**src/sacp_defines.svh**
```systemverilog
// Purpose: Constants for the converter control and parallel output port.
// Assumes: 200 MHz mclk; conversion timing modelled by a cycle count.
// Notes: Constants only; the package holds the types.
// Notes on behaviour
// - Upper four output lines always carry result bits eleven to eight.
// - Middle four lines carry bits seven to four, low in high-byte mode.
// - Lowest four lines carry bits three to zero, or eleven to eight.
// - With high-byte select low, all twelve bits form one parallel word.
// - High-byte select must be low to start; device refuses otherwise.
// - Convert on read/convert falling edge with select low, byte low, idle.
// - Chip select high floats every data output line.
// - Chip select low is needed both to convert and to read data.
// - Busy output is low throughout a conversion, high once done.
// - Result is valid by the rising edge of busy.
// - During conversion outputs float and read/convert pulses are ignored.
// - Drivers enabled only with select low, read/convert high, busy high.
`ifndef SACP_DEFINES_SVH
`define SACP_DEFINES_SVH
`define SACP_RES_W        12
`define SACP_CONV_TIME_NS 2700
`define SACP_CLK_PERIOD_NS 5
`define SACP_CONV_CYCLES `SACP_CNT_W'(`SACP_CONV_TIME_NS / `SACP_CLK_PERIOD_NS)
`define SACP_CNT_W        10
`define SACP_RESULT_RST   12'h000
`define SACP_NIBBLE_ZERO  4'h0
`define SACP_CNT_ONE      10'h001
`define SACP_CNT_ZERO     10'h000
`define SACP_SYNC_RST     3'h7
`define SACP_ALL_ON       12'hFFF
`define SACP_TOP_HI       11
`define SACP_TOP_LO       8
`define SACP_MID_HI       7
`define SACP_MID_LO       4
`define SACP_LOW_HI       3
`define SACP_LOW_LO       0
`endif

```
**src/sacp_pkg.sv**
```systemverilog
// Purpose: Types for the converter control and parallel output port.
// Assumes: Used together with sacp_defines.svh.
// Notes: One-bit state encoding fixed by the enum, idle zero, converting one.
package sacp_pkg;
    typedef enum logic [0:0] {SACP_IDLE, SACP_CONV} sacp_state_type;
endpackage

```
**src/sacp_port.sv**
```systemverilog
// Purpose: Start conversions, show busy and drive the 12-bit result port.
// Assumes: Control pins are asynchronous; sample value arrives on mclk.
// Notes: Outputs lag pins by two sync stages plus one register stage.
`include "sacp_defines.svh"
`timescale 1ns/1ps
`default_nettype none
module sacp_port
    import sacp_pkg::*;
#(
    parameter logic [`SACP_CNT_W-1:0] CONV_CYCLES = `SACP_CONV_CYCLES
) (
    input  wire logic                   mclk,
    input  wire logic                   reset_n,
    input  wire logic                   chip_sel_n,
    input  wire logic                   read_conv,
    input  wire logic                   high_byte_select,
    input  wire logic [`SACP_RES_W-1:0] sample_value,
    output var  logic                   busy_n,
    output var  logic                   conv_done,
    output var  logic [`SACP_RES_W-1:0] data_out,
    output var  logic [`SACP_RES_W-1:0] data_oe
);
    logic [2:0]             meta_q;
    logic [2:0]             sync_q;
    logic                   rc_prev_q;
    sacp_state_type         state_q;
    logic [`SACP_CNT_W-1:0] cnt_q;
    logic [`SACP_CNT_W-1:0] low_cnt_q;
    logic [`SACP_RES_W-1:0] result_q;
    logic                   cs_n_s;
    logic                   rc_s;
    logic                   hbe_s;
    logic                   start;
    logic                   drive;

    // Two-stage synchronisers for cs, r/c, hbe
    always_ff @(posedge mclk or negedge reset_n) begin
        if (!reset_n) begin
            meta_q <= `SACP_SYNC_RST;
            sync_q <= `SACP_SYNC_RST;
        end else begin
            meta_q <= {chip_sel_n, read_conv, high_byte_select};
            sync_q <= meta_q;
        end
    end
    assign cs_n_s = sync_q[2];
    assign rc_s   = sync_q[1];
    assign hbe_s  = sync_q[0];

    always_ff @(posedge mclk or negedge reset_n) begin
        if (!reset_n) begin
            rc_prev_q <= 1'b1;
        end else begin
            rc_prev_q <= rc_s;
        end
    end

    // start qualification
    // Idle state stands in for busy high; edges while converting are lost.
    assign start = rc_prev_q && !rc_s && !cs_n_s && !hbe_s
                   && (state_q == SACP_IDLE);

    always_ff @(posedge mclk or negedge reset_n) begin
        if (!reset_n) begin
            state_q <= SACP_IDLE;
            cnt_q   <= `SACP_CNT_ZERO;
        end else begin
            unique case (state_q)
                SACP_IDLE: begin
                    if (start) begin
                        state_q <= SACP_CONV;
                        cnt_q   <= CONV_CYCLES;
                    end
                end
                SACP_CONV: begin
                    if (cnt_q <= `SACP_CNT_ONE) begin
                        state_q <= SACP_IDLE;
                        cnt_q   <= `SACP_CNT_ZERO;
                    end else begin
                        cnt_q <= cnt_q - `SACP_CNT_ONE;
                    end
                end
            endcase
        end
    end

    // latch result in the final conversion cycle
    always_ff @(posedge mclk or negedge reset_n) begin
        if (!reset_n) begin
            result_q  <= `SACP_RESULT_RST;
            conv_done <= 1'b0;
        end else begin
            conv_done <= 1'b0;
            if (state_q == SACP_CONV && cnt_q <= `SACP_CNT_ONE) begin
                result_q  <= sample_value;
                conv_done <= 1'b1;
            end
        end
    end

    always_ff @(posedge mclk or negedge reset_n) begin
        if (!reset_n) begin
            busy_n <= 1'b1;
        end else begin
            busy_n <= !(start || (state_q == SACP_CONV
                                  && cnt_q > `SACP_CNT_ONE));
        end
    end

    assign drive = !cs_n_s && rc_s && busy_n && (state_q == SACP_IDLE)
                   && !start;

    // byte steering onto the data lines
    always_ff @(posedge mclk or negedge reset_n) begin
        if (!reset_n) begin
            data_out <= `SACP_RESULT_RST;
            data_oe  <= `SACP_RESULT_RST;
        end else begin
            data_oe <= {`SACP_RES_W{drive}};
            if (hbe_s) begin
                data_out <= {result_q[`SACP_TOP_HI:`SACP_TOP_LO],
                             `SACP_NIBBLE_ZERO,
                             result_q[`SACP_TOP_HI:`SACP_TOP_LO]};
            end else begin
                data_out <= result_q;
            end
        end
    end

    // busy length counted for the checks below
    always_ff @(posedge mclk or negedge reset_n) begin
        if (!reset_n) begin
            low_cnt_q <= `SACP_CNT_ZERO;
        end else if (!busy_n) begin
            low_cnt_q <= low_cnt_q + `SACP_CNT_ONE;
        end else begin
            low_cnt_q <= `SACP_CNT_ZERO;
        end
    end

    // Registered outputs trail their sources by one edge, hence $past
    upper_nibble_a : assert property (
        @(posedge mclk) disable iff (!reset_n)
        data_out[`SACP_TOP_HI:`SACP_TOP_LO]
            == $past(result_q[`SACP_TOP_HI:`SACP_TOP_LO]))
        else $error("upper lines not result top nibble");
    middle_low_a : assert property (
        @(posedge mclk) disable iff (!reset_n)
        $past(hbe_s) |-> data_out[`SACP_MID_HI:`SACP_MID_LO]
            == `SACP_NIBBLE_ZERO)
        else $error("middle lines not low in byte mode");
    low_nibble_a : assert property (
        @(posedge mclk) disable iff (!reset_n)
        data_out[`SACP_LOW_HI:`SACP_LOW_LO]
            == ($past(hbe_s) ? $past(result_q[`SACP_TOP_HI:`SACP_TOP_LO])
                             : $past(result_q[`SACP_LOW_HI:`SACP_LOW_LO])))
        else $error("low lines wrong");
    full_word_a : assert property (
        @(posedge mclk) disable iff (!reset_n)
        !$past(hbe_s) |-> data_out == $past(result_q))
        else $error("word mode data wrong");

    // Byte mode must keep the sequencer idle whatever r/c does
    no_start_hbe_a : assert property (
        @(posedge mclk) disable iff (!reset_n)
        state_q == SACP_IDLE && hbe_s |=> state_q == SACP_IDLE && busy_n)
        else $error("start with high byte select");
    start_cond_a : assert property (
        @(posedge mclk) disable iff (!reset_n)
        (rc_prev_q && !rc_s && !cs_n_s && !hbe_s && state_q == SACP_IDLE)
        |=> state_q == SACP_CONV && !busy_n)
        else $error("qualified edge did not start");
    cs_float_a : assert property (
        @(posedge mclk) disable iff (!reset_n)
        $past(cs_n_s) |-> data_oe == `SACP_RESULT_RST)
        else $error("driven while deselected");
    cs_no_conv_a : assert property (
        @(posedge mclk) disable iff (!reset_n)
        cs_n_s |=> !$rose(state_q == SACP_CONV))
        else $error("converted while deselected");
    busy_len_a : assert property (
        @(posedge mclk) disable iff (!reset_n)
        $fell(busy_n) |-> !busy_n [*2])
        else $error("busy pulse too short");
    busy_count_a : assert property (
        @(posedge mclk) disable iff (!reset_n)
        $rose(busy_n) |-> low_cnt_q == CONV_CYCLES)
        else $error("busy low for wrong cycle count");

    // Result and busy move on the same edge
    data_valid_a : assert property (
        @(posedge mclk) disable iff (!reset_n)
        $rose(busy_n) |-> conv_done)
        else $error("busy rose before result latched");
    result_latch_a : assert property (
        @(posedge mclk) disable iff (!reset_n)
        conv_done |-> result_q == $past(sample_value))
        else $error("latched result differs from sample");
    conv_float_a : assert property (
        @(posedge mclk) disable iff (!reset_n)
        !busy_n |=> data_oe == `SACP_RESULT_RST)
        else $error("driven during conversion");
    reload_block_a : assert property (
        @(posedge mclk) disable iff (!reset_n)
        state_q == SACP_CONV
        |=> state_q == SACP_IDLE || cnt_q < $past(cnt_q))
        else $error("conversion counter reloaded");
    oe_cond_a : assert property (
        @(posedge mclk) disable iff (!reset_n)
        data_oe != `SACP_RESULT_RST |-> $past(!cs_n_s && rc_s))
        else $error("drivers on without select and read");
    oe_on_a : assert property (
        @(posedge mclk) disable iff (!reset_n)
        $past(!cs_n_s && rc_s && busy_n) |-> data_oe == `SACP_ALL_ON)
        else $error("drivers off while selected and idle");
    oe_equal_a : assert property (
        @(posedge mclk) disable iff (!reset_n)
        data_oe == {`SACP_RES_W{data_oe[0]}})
        else $error("line enables disagree");
    restart_a : assert property (
        @(posedge mclk) disable iff (!reset_n)
        state_q == SACP_CONV && cnt_q > `SACP_CNT_ONE
        |=> state_q == SACP_CONV)
        else $error("conversion cut short");

    conv_cov_c  : cover property (@(posedge mclk) disable iff (!reset_n)
        $rose(busy_n));
    word_cov_c  : cover property (@(posedge mclk) disable iff (!reset_n)
        data_oe != `SACP_RESULT_RST && !hbe_s);
    byte_cov_c  : cover property (@(posedge mclk) disable iff (!reset_n)
        data_oe != `SACP_RESULT_RST && hbe_s);
    block_cov_c : cover property (@(posedge mclk) disable iff (!reset_n)
        rc_prev_q && !rc_s && !cs_n_s && hbe_s);
    restart_cov_c : cover property (@(posedge mclk) disable iff (!reset_n)
        rc_prev_q && !rc_s && state_q == SACP_CONV);
endmodule
`default_nettype wire
```
**config.mk**
```make
export PLATFORM = sky130hd
export DESIGN_NAME = sacp_port
export DESIGN_NICKNAME = d
export VERILOG_FILES = /design/src/sacp_pkg.sv /design/src/sacp_port.sv
export VERILOG_INCLUDE_DIRS = /design/src /design/src/src
export SDC_FILE = /design/constraint.sdc
export NUM_CORES = 1
export LEC_CHECK = 0
export ABC_AREA = 0
export BUFFER_PORTS_ARGS = -buffer_cell sky130_fd_sc_hd__buf_2
export CAP_MARGIN = 40
export CORE_MARGIN = 8
export CORE_UTILIZATION = 50
export CTS_BUF_LIST = sky130_fd_sc_hd__clkbuf_4
export DETAILED_ROUTE_END_ITERATION = 8
export HOLD_SLACK_MARGIN = 0.03
export PLACE_DENSITY = 0.78
export SLEW_MARGIN = 20
export SYNTH_ARGS = -nofsm -noshare
export SYNTH_HDL_FRONTEND = slang
export SYNTH_SLANG_ARGS = --single-unit
```
**constraint.sdc**
```tcl
create_clock -name mclk -period 2.1 [get_ports mclk]
set_clock_uncertainty 0.15 [all_clocks]
set_input_delay 0.105 -clock mclk [delete_from_list [all_inputs] [get_ports mclk]]
set_output_delay 0.105 -clock mclk [all_outputs]
set_load 0.01 [all_outputs]
```
Yosys cells after proc, flatten, opt, wreduce, memory -nomap -nowiden
Cells that the tools add are included.

operators by class
  equality and inequality tests = 1
  order comparisons = 2
  add/sub/neg operators = 1
  mux-type cells = 8
  bitwise operators = 1
  reductions and logical operators = 16

operators with widths
  operator                                                         count
  two-way mux 10 bit                                               2
  case mux 10 bit (2 select lines)                                 1
  > comparator 10 x 1 -> 1 bit, second input constant              1
  less-or-equal comparator 10 x 1 -> 1 bit, second input constant  1
  logical AND 1 bit                                                10
  subtractor 10 x 1 -> 10 bit, second input constant               1
  two-way mux 8 bit                                                1
  logical NOT 1 bit                                                5
  two-way mux 1 bit                                                3
  != test 2 bit, second input constant                             1
  case mux 1 bit (2 select lines)                                  1
  logical OR 1 bit                                                 1
  inverter 1 bit                                                   1

storage, ports and cells
  register bits after elaboration = 45
  output and inout port bits = 26
  input bits = 17
  word-level logic and storage cells = 39

Longest topological paths before layout
  word-level depth = 7
  depth in mapped cells = 7
  mapped depth without buffers = 6

Worst setup path after synthesis
Ideal clock, no wire load.

  kind = register -> register
  start = register cnt_q[8]
  end = register result_q[10]
  stages on the path, launching flop included = 6
  period minus slack after synthesis = 2.155 ns
  required time = 1.825 ns
  path buffers = 1
  arrival time = 1.880 ns
  setup time = 0.125 ns
  setup slack = -0.055 ns
  cells stage by stage = dfrtp_1 -> or4_4 -> nor4_4 -> nand2_4 -> buf_6 -> mux2_4

on the way
  cells in the longest elaborated chain, start to end = 2

RTL lines
  item                                                RTL line         RTL
  start, declared                                     sacp_port.sv:27  logic [`SACP_CNT_W-1:0] cnt_q;
  start signal, assigned                              sacp_port.sv:66  cnt_q <= `SACP_CNT_ZERO;
  start signal, assigned                              sacp_port.sv:78  cnt_q <= `SACP_CNT_ZERO;
  start signal, assigned                              sacp_port.sv:80  cnt_q <= cnt_q - `SACP_CNT_ONE;
  less-or-equal comparator 10 x 1 -> 1 bit (no line)  n/a
  logical AND 1 bit (no line)                         n/a
  end signal, assigned                                sacp_port.sv:90  result_q <= `SACP_RESULT_RST;
  end signal, assigned                                sacp_port.sv:95  result_q <= sample_value;
  end, declared                                       sacp_port.sv:29  logic [`SACP_RES_W-1:0] result_q;

No other way between the ends.
A chain may end at the register's enable or synchronous reset.

Worst setup path after layout
  start = register cnt_q[7]
  end = register cnt_q[5]

on the way
  cells in the longest elaborated chain, start to end = 3

RTL lines
  item                                                RTL line         RTL
  less-or-equal comparator 10 x 1 -> 1 bit (no line)  n/a
  two-way mux 10 bit                                  sacp_port.sv:76  if (cnt_q <= `SACP_CNT_ONE) begin
  case mux 10 bit (2 select lines)                    sacp_port.sv:68  unique case (state_q)

No other way between the ends.

==> results_dict.tcl <==
set metrics [dict create \
    outcome "completed" \
    drtIter0Drc 99 \
    slowest_delay_ns 0.59 \
    fin_nets 223 \
    slowest_stage "or4_4" \
    cts_sinks 45 \
    reg2reg_to "cnt_q[5]$_DFFE_PN0P_" \
    first_global_vias 1366 \
    cts.clk_slew.worst_paths_ns 0.13 \
    hpwl_microns 2770 \
    antenna_cells 0 \
    rsz0062_at_grt "no" \
    synth_cell_types 41 \
    die_w_microns 77.4 \
    grt_first_pass_wirelength_microns 6840 \
    place_area_sq_mm 0.00212 \
    num_vias 1309 \
    synth_compound_area_share_pct 8.29 \
    startpoint "cnt_q[7]$_DFFE_PN0P_" \
    drt-total-wl_microns 4130 \
    root_buffer "clkbuf_4" \
    worst_pin_slew_ns 0.751 \
    synth_seq_cells 45 \
    grt_start_max_net_pins 28 \
    place.gp.congestion 0.870 \
    syn-num-nets 160 \
    wire_per_inst_microns 16.3 \
    p_sw_share_pct 32.3 \
    crit_chain "or4_4 -> o41ai_4 -> buf_4 -> a21oi_1 -> a21o_1" \
    port_buffers 42 \
    start_kind "flip-flop" \
    ir_drop_v 0.000527 \
    drcViolationCount 0 \
    netlist_instances 141 \
    slew_headroom_pct 49.8 \
    crit_path_end "cnt_q[5]$_DFFE_PN0P_" \
    synth-xor-area-share_pct 0 \
    arrival_ns 2.13 \
    drt_pass1_iterations 4 \
    h-tree-depth 2 \
    synth-async-reset-ratio_pct 100 \
    clock_path_buffers 2 \
    seq_area_frac_synth_pct 60.3 \
    power.internal_uw 1470 \
    crit_path_end_kind "flip-flop" \
    synth_top_family_by_area "simple AND/OR/NAND/NOR gates" \
    synth_edf_count 0 \
    pwr-share-comb_pct 28.1 \
    numCtsBuffers 5 \
    die_y_microns 77.4 \
    viasPerCell 5.17 \
    hold_slack_ns 0.0537 \
    rr_startpoint "cnt_q[7]$_DFFE_PN0P_" \
    min_period_over_period_pct 96.4 \
    cp_top_family "simple AND/OR/NAND/NOR gates" \
    p_switching_uw 700 \
    synthSimpleGateAreaFrac_pct 13.1 \
    finish.instance_area_sq_mm 0.00241 \
    tritoncts "built" \
    final_hold_viol_count 0 \
    rr_worst_depth 5 \
    r2r_slack_ns 0.08 \
    drive_gt1_share_pct 47.3 \
    grt_overflow 0 \
    ys_dominant_reg_cell "dfrtp_1" \
    std_cell_rows 22 \
    floorplan.core_area_sq_mm 0.00363 \
    clock_latency_ns 0.36 \
    layout_min_cycle_time_ns 2.02 \
    track_usage_pct 14.2 \
    synthMuxAreaShare_pct 10.7 \
    avgSynthCellArea_sq_um 13.4 \
    antenna_found_initial 0 \
    dieArea_sq_mm 0.00599 \
    p_seq_share_pct 52.6 \
    hold_class "in -> async" \
    pre_cts_slack_ns -0.0297 \
    yosys_warnings 0 \
    utilization_pct 66.4 \
    synthAdderAreaFrac_pct 1.33 \
    clock.fmax_mhz 494 \
    ioPinCount 43 \
    powerDensity_mw_per_mm2 897 \
    p_clk_share_pct 19.3 \
    path_class "reg -> reg" \
    setup_violations 0 \
    cp_max_fo 5 \
    syn_area_sq_mm 0.00189 \
    cap_violations 0 \
    critical_path_required_ns 2.21 \
    worst-path-stages 5 \
    area_growth_pct 28.0 \
    setup_ws_ns 0.0753 \
    crit_buf_inv 1 \
    drtAntennaViolNets 0 \
    p_leak_uw 0.00118 \
    maxSlewViolCount 0 \
    start_util_pct 51.9 \
]
==> power by group through the flow <==
stage | Sequential (uW) | Clock (uW) | Combinational [uW]
2_1_floorplan | 1150 | 0 | 318
4_1_cts | 1140 | 430 | 551
3_3_place_gp | 1140 | 0 | 482
3_5_place_dp | 1160 | 0 | 517
6_report | 1140 | 417 | 609
5_1_grt | 1160 | 464 | 675
==> final cells by class <==
class	count	area (sq um)
multi-input combinational	79	682
clock inverter	2	15.0
clock buffer	6	45.0
tap	48	60.1
fill	281	1220
inverter	3	11.3
timing repair buffer	70	464
sequential	45	1140
==> per-stage QoR <==
step | std cells | total power (uW) | setup TNS [ns]
finish | 253 | 2170 | 0
global route | 253 | 2300 | 0
CTS | 252 | 2120 | 0
detailed placement | 225 | 1670 | -0.152
global placement | 225 | 1620 | 0
floorplan | 141 | 1470 | -0.0896
==> placed cells by master (no fill, tap or decap), types with 2 or more instances in the layout <==
cell	instances
buf_2	42
dfrtp_1	37
dlygate4sd3_1	16
buf_4	11
mux2_2	10
dfstp_2	8
nor2_1	7
nor2b_1	6
nand3_1	6
mux2_4	6
clkbuf_4	6
o21ai_0	4
inv_1	3
nand2_1	3
o211a_1	3
or4_4	2
or2_2	2
nor3b_1	2
nor3_1	2
a21o_1	2
a21oi_1	2
clkinvlp_4	2
==> what timing repair did <==
item	4_1_cts	5_1_grt
pin swaps	2	2
gates resized for setup	0	9
setup buffers	2	1
hold buffers	16	0
cloned	1	0
endpoints found under the hold margin	52	0
endpoints found under the setup margin	15	20
==> how the worst min path moves through the flow <==
stage / startpoint / endpoint / slack (ns) / depth (start not counted)
2_1_floorplan: reset_n / cnt_q[0]$_DFFE_PN0P_ / -0.34 / 0
3_3_place_gp: reset_n / cnt_q[0]$_DFFE_PN0P_ / -0.09 / 1
3_5_place_dp: reset_n / cnt_q[0]$_DFFE_PN0P_ / -0.08 / 1
4_1_cts: reset_n / result_q[7]$_DFFE_PN0P_ / 0.05 / 2
5_1_grt: reset_n / result_q[7]$_DFFE_PN0P_ / 0.08 / 2
6_report: reset_n / cnt_q[9]$_DFFE_PN0P_ / 0.05 / 2
==> synth_stat cells, types with 2 or more instances <==
cell,instances,area (sq um)
nor3b_1,2,15.0
a21oi_1,2,10.0
or2_2,2,12.5
buf_4,11,82.6
nand3_1,6,30.0
mux2_2,10,113
dfrtp_1,37,926
mux2_4,6,90.1
o21ai_0,4,20.0
dfstp_2,8,210
a21o_1,2,15.0
o211a_1,3,30.0
nor2b_1,6,37.5
nor3_1,2,10.0
ha_1,2,25.0
inv_1,3,11.3
nand2_1,3,11.3
nor2_1,8,30.0
clkbuf_1,2,7.51
==> registers in the layout, indices dropped and copies added, names as in the netlist <==
| signal | flops |
|---|---|
| cnt_q | 10 |
| rc_prev_q | 1 |
| conv_done | 1 |
| sync_q | 3 |
| busy_n | 1 |
| meta_q | 3 |
| state_q | 1 |
| data_oe | 1 |
| result_q | 12 |
| data_out | 12 |
==> cell families (layout without fill, tap and decap cells) <==
family,count (synthesis),count (layout)
compound gates,20,20
fa+ha+maj,2,2
buf+inv,18,81
flops,45,45
mux,16,16
simple gates,40,41
==> routing by layer <==
metal	part of all wire, %	vias to the layer above	wire length, microns	global-route usage, %
li1	-	613	-	-
met1	40	642	1630	15.5
met2	50	41	2060	23.1
met3	7.3	13	303	6.68
met4	3.2	0	132	6.79
met5	0	-	0	0
No activity file was read; power rests on OpenSTA's default activity.
